--- src/logic/rcc_defines.svh ---
// constants for the reject cause element codec: layout, lengths and cause codes
`ifndef RCC_DEFINES_SVH
`define RCC_DEFINES_SVH

// element layout: identifier, length of content, cause octet, diagnostic
`define RCC_HDR_OCTETS 4'h3
`define RCC_LEN_MIN 4'h3
`define RCC_LEN_MAX 4'he
`define RCC_LEN_ONE_DIAG_A 4'h6
`define RCC_LEN_ONE_DIAG_B 4'h7
`define RCC_CAUSE_EXT_BIT 1'b1

// diagnostic lengths in octets
`define RCC_DIAG_NONE 4'h0
`define RCC_DIAG_ISDN_TS 4'h3
`define RCC_DIAG_SINGLE 4'h4
`define RCC_DIAG_MAP 4'hb
`define RCC_DIAG_MAX_OCTETS 11

// cause type codes, seven bits
`define RCC_C_UNSPEC 7'h00
`define RCC_C_AN_FAULT 7'h01
`define RCC_C_AN_BLOCKED 7'h02
`define RCC_C_PSTN_BUSY 7'h03
`define RCC_C_V5TS_BUSY 7'h04
`define RCC_C_UPTS_BUSY 7'h05
`define RCC_C_PORT_BLOCKED 7'h06
`define RCC_C_DEALLOC_DATA 7'h07
`define RCC_C_DEALLOC_V5TS 7'h08
`define RCC_C_DEALLOC_PORT 7'h09
`define RCC_C_DEALLOC_UPTS 7'h0a
`define RCC_C_PORT_UNPROV 7'h0b
`define RCC_C_BAD_V5TS 7'h0c
`define RCC_C_BAD_LINK 7'h0d
`define RCC_C_BAD_UPTS 7'h0e
`define RCC_C_CCHAN 7'h0f
`define RCC_C_LINK_BLOCKED 7'h10

// element identifier octet of the reject cause element
`define RCC_IE_ID 8'h44

`endif

--- src/logic/rcc_pkg.sv ---
// types and cause classification for the reject cause element codec
`include "rcc_defines.svh"

package rcc_pkg;

  // which diagnostic a cause carries
  typedef enum logic [2:0] {
    RCC_DG_NONE = 3'h0,
    RCC_DG_PORT = 3'h1,
    RCC_DG_V5 = 3'h2,
    RCC_DG_ISDN = 3'h3,
    RCC_DG_RESV = 3'h4
  } rcc_diag_e;

  typedef enum logic [4:0] {
    RCC_ST_IDLE = 5'h01,
    RCC_ST_ID = 5'h02,
    RCC_ST_LEN = 5'h04,
    RCC_ST_CAUSE = 5'h08,
    RCC_ST_DIAG = 5'h10
  } rcc_state_e;

  // map a cause code onto its diagnostic class; undefined codes are reserved
  function automatic rcc_diag_e cause_class(input logic [6:0] c);
    rcc_diag_e r;
    r = RCC_DG_RESV;
    case (c)
      `RCC_C_UNSPEC, `RCC_C_AN_FAULT, `RCC_C_AN_BLOCKED,
      `RCC_C_DEALLOC_DATA: r = RCC_DG_NONE;
      `RCC_C_PSTN_BUSY, `RCC_C_PORT_BLOCKED, `RCC_C_DEALLOC_PORT,
      `RCC_C_PORT_UNPROV: r = RCC_DG_PORT;
      `RCC_C_V5TS_BUSY, `RCC_C_DEALLOC_V5TS, `RCC_C_BAD_V5TS, `RCC_C_BAD_LINK,
      `RCC_C_CCHAN, `RCC_C_LINK_BLOCKED: r = RCC_DG_V5;
      `RCC_C_UPTS_BUSY, `RCC_C_DEALLOC_UPTS, `RCC_C_BAD_UPTS: r = RCC_DG_ISDN;
      default: r = RCC_DG_RESV;
    endcase
    return r;
  endfunction : cause_class

endpackage : rcc_pkg

--- src/logic/rcc_chk_if.sv ---
// carrier between the framer and its length checker
interface rcc_chk_if;
  logic [6:0] cause;
  logic [3:0] diag_len;
  logic len_ok;
  logic reserved;

  modport framer (output cause, output diag_len, input len_ok, input reserved);
  modport checker_end (input cause, input diag_len, output len_ok, output reserved);
endinterface : rcc_chk_if

--- src/logic/rcc_len_check.sv ---
// combinational check of cause code against diagnostic and element length
module rcc_len_check (
  rcc_chk_if.checker_end chk
);

  logic [3:0] total;
  rcc_pkg::rcc_diag_e cls;
  logic diag_ok;
  logic total_ok;

  // classify and test the pairing of cause and diagnostic length
  always_comb begin
    cls = rcc_pkg::cause_class(chk.cause);
    total = 4'(chk.diag_len + `RCC_HDR_OCTETS);
    diag_ok = 1'b0;
    unique case (cls)
      rcc_pkg::RCC_DG_NONE: diag_ok = (chk.diag_len == `RCC_DIAG_NONE);
      rcc_pkg::RCC_DG_PORT: diag_ok = (chk.diag_len == `RCC_DIAG_SINGLE);
      rcc_pkg::RCC_DG_V5: diag_ok = (chk.diag_len == `RCC_DIAG_SINGLE) ||
                                    (chk.diag_len == `RCC_DIAG_MAP);
      rcc_pkg::RCC_DG_ISDN: diag_ok = (chk.diag_len == `RCC_DIAG_ISDN_TS) ||
                                      (chk.diag_len == `RCC_DIAG_MAP);
      rcc_pkg::RCC_DG_RESV: diag_ok = 1'b0;
    endcase
    // overflow of the sum is caught by the explicit diagnostic limit
    total_ok = (chk.diag_len <= `RCC_DIAG_MAP) && (total >= `RCC_LEN_MIN) &&
               (total <= `RCC_LEN_MAX);
    if (chk.diag_len != `RCC_DIAG_NONE) begin
      total_ok = total_ok && ((total == `RCC_LEN_ONE_DIAG_A) ||
                 (total == `RCC_LEN_ONE_DIAG_B) || (total == `RCC_LEN_MAX));
    end
  end

  assign chk.len_ok = diag_ok && total_ok;
  assign chk.reserved = (cls == rcc_pkg::RCC_DG_RESV);

endmodule : rcc_len_check

--- src/logic/rcc_codec.sv ---
// reject cause element framer on the access network side
//
// How it works
// - emit reject element when allocation fails
// - diagnostic is verbatim copy of offending element
// - element length three to fourteen octets
// - no-diagnostic causes give three-octet element
// - diagnostic causes give six, seven, fourteen
// - port busy 0000011, slots busy 0000100
// - port blocked 0000110, data dealloc 0000111
// - slot data 0001000, unprovisioned 0001011
// - link 0001101, port slot 0001110, link blocked 0010000
// - network fault and blocked carry no diagnostic
// - port causes carry four-octet port element
// - slot causes carry four or eleven octets
// - ISDN slot causes carry three or eleven
`include "rcc_defines.svh"

module rcc_codec #(
  parameter logic [7:0] IE_ID = `RCC_IE_ID
) (
  input wire logic SYS_CLK_IN,
  input wire logic RST_N_IN,
  input wire logic REQ_VALID_IN,
  output logic REQ_READY_OUT,
  input wire logic [6:0] REQ_CAUSE_IN,
  input wire logic [3:0] REQ_DIAG_LEN_IN,
  input wire logic [8*`RCC_DIAG_MAX_OCTETS-1:0] REQ_DIAG_IN,
  output logic REQ_ERR_OUT,
  output logic TX_VALID_OUT,
  input wire logic TX_READY_IN,
  output logic [7:0] TX_DATA_OUT,
  output logic TX_LAST_OUT
);

  localparam int NDIAG = `RCC_DIAG_MAX_OCTETS;

  // request store, loaded once per well-formed request
  logic [6:0] cause_q, cause_d;
  logic [3:0] len_q, len_d;
  logic [7:0] diag_q [0:NDIAG-1];
  logic [7:0] diag_d [0:NDIAG-1];

  // framing state and the registered octet on offer
  rcc_pkg::rcc_state_e state_q, state_d;
  logic [3:0] idx_q, idx_d;
  logic [7:0] data_q, data_d;
  logic valid_q, valid_d;
  logic last_q, last_d;
  logic err_q, err_d;

  // request handshake, store load and octet handshake
  logic accept;
  logic load;
  logic step;

  // carrier to the length checker
  rcc_chk_if chk ();

  // length octet counts the cause octet and the diagnostic, not itself
  function automatic logic [7:0] len_octet(input logic [3:0] diag_len);
    return {4'h0, 4'(diag_len + `RCC_HDR_OCTETS - 4'h2)};
  endfunction : len_octet

  // true when diagnostic octet pos is the final one of the element
  function automatic logic diag_final(input logic [3:0] pos, input logic [3:0] diag_len);
    return (4'(pos + 4'h1) == diag_len);
  endfunction : diag_final

  // request side is checked before anything is framed
  assign chk.cause = REQ_CAUSE_IN;
  assign chk.diag_len = REQ_DIAG_LEN_IN;

  rcc_len_check u_check (
    .chk(chk)
  );

  // one element in flight at a time, so the request waits while framing
  assign REQ_READY_OUT = (state_q == rcc_pkg::RCC_ST_IDLE);
  assign accept = REQ_VALID_IN && REQ_READY_OUT;
  assign load = accept && chk.len_ok;
  assign step = valid_q && TX_READY_IN;

  // request store: taken fields are kept until the element has gone out
  always_comb begin
    cause_d = cause_q;
    len_d = len_q;
    diag_d = diag_q;
    if (load) begin
      cause_d = REQ_CAUSE_IN;
      len_d = REQ_DIAG_LEN_IN;
      for (int i = 0; i < NDIAG; i++) begin
        diag_d[i] = REQ_DIAG_IN[8*i +: 8];
      end
    end
  end

  // cleared at reset so an element never carries octets of an earlier run
  always_ff @(posedge SYS_CLK_IN or negedge RST_N_IN) begin
    if (!RST_N_IN) begin
      cause_q <= `RCC_C_UNSPEC;
      len_q <= 4'h0;
      diag_q <= '{default: 8'h00};
    end else begin
      cause_q <= cause_d;
      len_q <= len_d;
      diag_q <= diag_d;
    end
  end

  // framing sequence: identifier, length, cause, diagnostic octets
  always_comb begin
    state_d = state_q;
    idx_d = idx_q;
    data_d = data_q;
    valid_d = valid_q;
    last_d = last_q;
    err_d = 1'b0;
    unique case (state_q)
      // waiting for a request; a malformed pairing is never put on the line
      rcc_pkg::RCC_ST_IDLE: begin
        if (load) begin
          data_d = IE_ID;
          idx_d = 4'h0;
          valid_d = 1'b1;
          last_d = 1'b0;
          state_d = rcc_pkg::RCC_ST_ID;
        end else if (accept) begin
          err_d = 1'b1;
        end
      end

      // identifier on offer; the length octet follows
      rcc_pkg::RCC_ST_ID: begin
        if (step) begin
          data_d = len_octet(len_q);
          state_d = rcc_pkg::RCC_ST_LEN;
        end
      end

      // length on offer; the cause octet ends the element without diagnostic
      rcc_pkg::RCC_ST_LEN: begin
        if (step) begin
          data_d = {`RCC_CAUSE_EXT_BIT, cause_q};
          last_d = (len_q == `RCC_DIAG_NONE);
          state_d = rcc_pkg::RCC_ST_CAUSE;
        end
      end

      // cause on offer; either finish or start the diagnostic copy
      rcc_pkg::RCC_ST_CAUSE: begin
        if (step) begin
          if (last_q) begin
            valid_d = 1'b0;
            last_d = 1'b0;
            idx_d = 4'h0;
            state_d = rcc_pkg::RCC_ST_IDLE;
          end else begin
            data_d = diag_q[0];
            idx_d = 4'h1;
            last_d = diag_final(4'h0, len_q);
            state_d = rcc_pkg::RCC_ST_DIAG;
          end
        end
      end

      // a diagnostic octet on offer; idx_q picks the next one
      rcc_pkg::RCC_ST_DIAG: begin
        if (step) begin
          if (last_q) begin
            valid_d = 1'b0;
            last_d = 1'b0;
            idx_d = 4'h0;
            state_d = rcc_pkg::RCC_ST_IDLE;
          end else begin
            data_d = diag_q[idx_q];
            idx_d = 4'(idx_q + 4'h1);
            last_d = diag_final(idx_q, len_q);
            state_d = rcc_pkg::RCC_ST_DIAG;
          end
        end
      end

      // an upset state register falls back to idle with nothing offered
      default: begin
        state_d = rcc_pkg::RCC_ST_IDLE;
        valid_d = 1'b0;
        last_d = 1'b0;
      end
    endcase
  end

  // framing registers
  always_ff @(posedge SYS_CLK_IN or negedge RST_N_IN) begin
    if (!RST_N_IN) begin
      state_q <= rcc_pkg::RCC_ST_IDLE;
      idx_q <= 4'h0;
      data_q <= 8'h00;
      valid_q <= 1'b0;
      last_q <= 1'b0;
      err_q <= 1'b0;
    end else begin
      state_q <= state_d;
      idx_q <= idx_d;
      data_q <= data_d;
      valid_q <= valid_d;
      last_q <= last_d;
      err_q <= err_d;
    end
  end

  // outputs come straight from flops
  assign TX_VALID_OUT = valid_q;
  assign TX_DATA_OUT = data_q;
  assign TX_LAST_OUT = last_q;
  assign REQ_ERR_OUT = err_q;

endmodule : rcc_codec

--- config.mk ---
export PLATFORM = sky130hd
export DESIGN_NAME = rcc_codec
export DESIGN_NICKNAME = d
export VERILOG_FILES = /design/src/logic/rcc_pkg.sv /design/src/logic/rcc_chk_if.sv /design/src/logic/rcc_len_check.sv /design/src/logic/rcc_codec.sv
export VERILOG_INCLUDE_DIRS = /design/src /design/src/logic
export SDC_FILE = /design/constraint.sdc
export NUM_CORES = 1
export LEC_CHECK = 0
export ABC_AREA = 1
export BUFFER_PORTS_ARGS = -buffer_cell sky130_fd_sc_hd__buf_2
export CORE_ASPECT_RATIO = 0.75
export CORE_MARGIN = 10
export CORE_UTILIZATION = 25
export DETAILED_ROUTE_END_ITERATION = 8
export GPL_TIMING_DRIVEN = 0
export PLACE_DENSITY = 0.46
export RECOVER_POWER = 25
export SKIP_LAST_GASP = 1
export SYNTH_ARGS = -nofsm -noshare
export SYNTH_HDL_FRONTEND = slang
export SYNTH_SLANG_ARGS = --single-unit
export TNS_END_PERCENT = 1
--- constraint.sdc ---
create_clock -name SYS_CLK_IN -period 2.6 [get_ports SYS_CLK_IN]
set_input_delay 0.52 -clock SYS_CLK_IN [delete_from_list [all_inputs] [get_ports SYS_CLK_IN]]
set_output_delay 0.52 -clock SYS_CLK_IN [all_outputs]
set_load 0.02 [all_outputs]
Word level (Yosys, flattened, before mapping) --
Memories as Yosys holds them, arrays and structs flattened. Index checks and enable logic that the tools add are counted.
Cells by class: add/sub/neg operators 4, multiply operators 0, div/mod/pow operators 0, order comparisons 4, equal/unequal tests 26, shift operators 0, mux-type cells 40, bitwise gates (word level) 3, reductions and logical operators 25
Operators by type and width (number):
- 8-bit two-way mux | 9
- 8-bit case mux with 5 select lines | 1
- 8-bit binary-select mux with 4-bit select | 1
- 5-bit two-way mux | 5
- 5-bit case mux with 4 select lines | 1
- 4-bit two-way mux | 4
- 1-bit two-way mux | 14
- 4-bit by 3-bit == test with 1-bit output, second input constant | 3
- 2-bit inequality test, second input constant | 6
- 4-bit case mux with 3 select lines | 1
- 4-bit AND reduction | 3
- 1-bit case mux with 5 select lines | 2
- 4-bit by 2-bit adder with 4-bit output, second input constant | 2
- 4-bit == test, second input constant | 2
- 4-bit <= comparator, second input constant | 2
- 4-bit logical NOT | 2
- 8-bit AND reduction | 1
- 1-bit logical AND | 7
- 3-bit by 2-bit == test with 1-bit output, second input constant | 2
- 2-bit by 1-bit inequality test with 1-bit output, second input constant | 3
- 5-bit by 1-bit == test with 1-bit output, second input constant | 1
- 5-bit by 2-bit == test with 1-bit output, second input constant | 1
- 5-bit by 3-bit == test with 1-bit output, second input constant | 1
- 5-bit by 4-bit == test with 1-bit output, second input constant | 1
- other kinds (22) | 27
Storage, ports and cells: register bits 119, bits in latches 0, memory bits (writable) 0, bits in read-only memories 96, bits of input ports 103, output and inout port bits 12, memories 1
Memory list:
- (name not given) | words 32, bits a word 3, read ports 1, clocked after Yosys merged registers in 0, wr ports 0, line rcc_pkg.sv:27 | case (c)

Logic depth before layout (Yosys ltp) --
word-level depth 10, mapped depth 16

Cells and area by module --
A second synthesis with hierarchy kept.
Second synthesis, totals: cells, all modules 753, area total of the unflattened synthesis 6249.7 um^2
By module, submodules not included:
- rcc_codec | times used 1, cells an instance 703, area an instance 5979.5 um^2, seq. area each 2979.1 um^2
- rcc_len_check | times used 1, cells an instance 50, area an instance 270.3 um^2, seq. area each 0.0 um^2

Least setup slack after synthesis --
Ideal clock, no wire load.
path type input-to-reg, start point input port REQ_CAUSE_IN[0], end point register diag_q[0] (netlist bit), library setup time 119 ps, arrival 1961 ps, data required time 2481 ps, path slack 520 ps, stages 14, buffers on the path 2, path through inv_1 ha_1 nand2_1 nand3_2 nand2_1 nand2_1 nand3b_1 nand2_1 nor2_4 nand3_4 buf_8 buf_12 nor2_4 a21oi_2
Between the ends: word-level cells in the longest chain between the ends 6, elaborated cells on any way between the ends 10, classes of those cells eq/ne: 4; mux: 2; reduce/logical: 3; memory: 1
Ends and longest elaborated chain:
- start, declared | line rcc_codec.sv:26 | input wire logic [6:0] REQ_CAUSE_IN,
- memory read 32 x 3 bit *
- 3-bit two-way mux * | line rcc_pkg.sv:27
- 3-bit == test (tied with other cells)
- 1-bit case mux with 5 select lines * | line rcc_len_check.sv:16 | unique case (cls)
- 1-bit logical AND * | line rcc_len_check.sv:34 | assign chk.len_ok = diag_ok && total_ok;
- 1-bit logical AND * | line rcc_codec.sv:81 | assign load = accept && chk.len_ok;
- end signal, assigned | line rcc_codec.sv:107 | diag_q <= diag_d;
- end, declared | line rcc_codec.sv:41 | logic [7:0] diag_q [0:NDIAG-1];
Every way passes the cells marked *; elsewhere a longest branch is shown, timed or not. A chain may end at the register's enable or synchronous reset.

Worst setup path in the final report --
start point register idx_q[1], end point register data_q[5], in the netlist TX_DATA_OUT[5]
Between the ends: word-level cells in the longest chain between the ends 7
Ends and longest elaborated chain:
- start, declared | line rcc_codec.sv:46 | logic [3:0] idx_q, idx_d;
- start signal, assigned | line rcc_codec.sv:204 | idx_q <= idx_d;
- 4-bit inverter with 5-bit output (implied by the code) | line rcc_codec.sv:176 | data_d = diag_q[idx_q];
- 8-bit binary-select mux with 4-bit select | line rcc_codec.sv:176
- 8-bit two-way mux (implied by the code) (2 in a row) | line rcc_codec.sv:176
- 8-bit two-way mux | line rcc_codec.sv:170 | if (last_q) begin
- 8-bit two-way mux | line rcc_codec.sv:169 | if (step) begin
- 8-bit case mux with 5 select lines | line rcc_codec.sv:119 | unique case (state_q)
- end signal, assigned | line rcc_codec.sv:205 | data_q <= data_d;
- end, declared | line rcc_codec.sv:47 | logic [7:0] data_q, data_d;
No other way between the ends. The select of a mux whose other input is x is not followed.

==> impl_metrics.toml <==
[pwr]
powerDensity_mw_per_mm2 = 658
seqPwrFrac = 0.401
peakVddDrop_uv = 439
p_sw_mw = 1.48
p_clk_frac = 0.462
power.total_mw = 5.31
combPwrFrac = 0.136
p_sw_frac = 0.278
p_int_mw = 3.84
cellLeakagePower_nw = 4.15

[drt]
wl_per_cell_microns = 17.1
vias = 5578
drt_iter0_markers = 454
viasPerCell = 4.36
drtAntennaViolNets = 0
route.detailed.drc = 0
first_pass_iters = 4
detail_route.wirelength_microns = 21900

[placement]
place_ws_ns = 0.00393
gp_congestion = 0.877
post-place-cells = 1248
io_buffers = 114
place_hpwl_microns = 16900

[clocking]
clk_pin_slew_worst_paths_ns = 0.06
numCtsBuffers = 17
cts.sinks = 119
cts_max_level = 4
cts_tree = "built"
cts.path.max_buffers = 2
cts.repair.resized = 0
cts_root_buffer = "clkbuf_16"
postCtsSetupRepairBufs = 0
clock_latency_ns = 0.43
hold_buffers = 0

[worst_setup_path]
required_ns = 2.95
path_buf_inv = 2
critPathCaptureType = "flop"
cp.depth = 8
crit_chain = "inv_1 -> clkbuf_1 -> o21ai_0 -> o22ai_1 -> nand2_1 -> nand3_1 -> a21oi_1 -> o21ai_2"
critPathTopFamily = "buffers and inverters"
worstSetupPathType = "flop to flop"
reg2reg_depth = 8
crit_path_max_incr_delay_ns = 0.48
arrival_ns = 2.67
r2r_setup_slack_ns = 0.28
crit_slowest_cell = "clkbuf_1"
rr_startpoint = "idx_q[1]$_DFFE_PN0P_"
start_kind = "flop"
worstPathMaxFanout = 10
r2r-end = "TX_DATA_OUT[5]$_DFFE_PN0P_"

[timing]
drv_slew = 42
tightest_slew_ns = 2.03
layout_setup_ws_ns = 0.280
rsz0062_at_grt = "false"
fin_crit_sh = 0.892
setup_viol = 0
timing.fmax_mhz = 431
hold_viol = 0
relSlewSlack = -0.352
fin_skew_ns = 0.00899
period_needed_ns = 2.32

[synth]
ys_seq_area_frac = 0.463
synth_edf_count = 0
avgSynthCellArea_sq_um = 8.09
yosysMostFrequentCell = "nand2_1"
synthCells = 795
yosysTopAreaCell = "dfrtp_1"
ys.flop_type = "dfrtp_1"
synth_cell_types = 43
yosys-top-cells-count = "nand2_1 (176), dfrtp_1 (118), inv_1 (117)"
synth-seq-cells = 119
synth_top_area_frac = 0.459
synthTopCellsByArea = "dfrtp_1 (46%), nand2_1 (10%), inv_1 (6.8%)"
syn_nets = 908
synth-async-reset-ratio = 1.00
yosys_warnings = 0
syn_area_sq_mm = 0.00643

[layout]
drive_above_1_share = 0.251
final_util = 0.321
fin_cells = 1280
area_delta_synth_final_pct = 25.5
diodes = 0
final_nets = 1042

[min_path]
min_to = "diag_q[70]$_DFFE_PN0P_"
hold_start = "REQ_DIAG_IN[22]"
whs_path_depth = 3
min_path_type = "input pin to flop"

[global_routing]
antenna_found_initial = 0
grt_start_max_net_pins = 79
grt-ovfl-total = 0
grt_pass1_wl_microns = 33900
track_usage = 0.135
grt_pass1_vias = 5610

[floorplan]
core_sq_mm = 0.0251
die_h_microns = 159
start_util = 0.256
die_area_sq_mm = 0.0326
die_x_microns = 205
rows = 50
num_io_pins = 115

[run]
maxCapViolCount = 1

[run_status]
violations = "max-capacitance violations, max-slew violations"
status = "complete, but fails checks"
## metal layers
layer | vias up | GRT usage | wire length [microns]
li1 | 2820 | - | -
met1 | 2601 | 0.209 | 11800
met2 | 141 | 0.178 | 8740
met3 | 16 | 0.0321 | 1090
met4 | 0 | 0.0363 | 232
met5 | - | 0 | 0
## per-stage QoR
step	hold slack [ns]	area (sq um)	setup TNS [ns]
detailed placement	0.460	7460	0
global route	0.320	8080	0
floorplan	0.224	6430	0
finish	0.319	8080	0
global placement	0.456	7430	-77.79
CTS	0.0205	8080	0
## power by group through the flow
stage	logic (mW)	registers (mW)	clock network (mW)
floorplan	0.423	2.15	0
global placement	0.724	2.16	0
detailed placement	0.737	2.16	0
CTS	0.739	2.13	2.49
global route	0.822	2.15	2.59
finish	0.725	2.13	2.46
## sequential cells by signal (all words and copies together) (netlist names)
name          cells
cause_q           7
idx_q             4
TX_DATA_OUT       8
TX_LAST_OUT       1
len_q             4
state_q           5
TX_VALID_OUT      1
REQ_ERR_OUT       1
diag_q           88
## cell type report
cell class	instances	area, sq um
Inverter	125	469
Timing Repair Buffer	115	602
Buffer	36	267
Fill cell	2767	17100
Clock buffer	18	439
Sequential cell	119	2980
Clock inverter	14	176
Tap cell	338	423
Multi-Input combinational cell	515	2720
## cell families after synthesis
kind of cell / count (synthesis) / share of synthesized area
simple gates: 303 / 0.217
flops: 119 / 0.463
xor+xnor: 5 / 0.00681
buf+inv: 161 / 0.114
fa+ha+maj: 10 / 0.0194
compound gates: 197 / 0.179
## worst max path at each step
stage / start / end / slack, ns
floorplan: REQ_CAUSE_IN[0] / diag_q[0]$_DFFE_PN0P_ / 0.52
global placement: RST_N_IN / diag_q[80]$_DFFE_PN0P_ / -0.67
detailed placement: REQ_CAUSE_IN[0] / diag_q[43]$_DFFE_PN0P_ / 0.004
CTS: idx_q[1]$_DFFE_PN0P_ / TX_DATA_OUT[6]$_DFFE_PN0P_ / 0.30
global route: idx_q[1]$_DFFE_PN0P_ / TX_DATA_OUT[5]$_DFFE_PN0P_ / 0.07
finish: idx_q[1]$_DFFE_PN0P_ / TX_DATA_OUT[5]$_DFFE_PN0P_ / 0.28
## layout by cell type (no fill, tap or decap), types with 13 or more instances in the layout
master,instances
a21oi_2,16
o21ai_2,17
dfrtp_1,118
nand3_1,23
o21ai_0,52
buf_2,115
buf_6,13
nand2_1,176
o22ai_1,19
inv_1,117
nor2_1,61
a21oi_1,18
nor2_4,13
clkbuf_1,17
clkbuf_16,17
o21ai_1,69
## worst reg2reg max path, stage by stage, from the launching register on
cell	delay, ns
dfrtp_1	0.47
inv_1	0.30
clkbuf_1	0.49
o21ai_0	0.18
o22ai_1	0.28
nand2_1	0.12
nand3_1	0.14
a21oi_1	0.12
o21ai_2	0.15
Power figures use the tool's default switching activity.
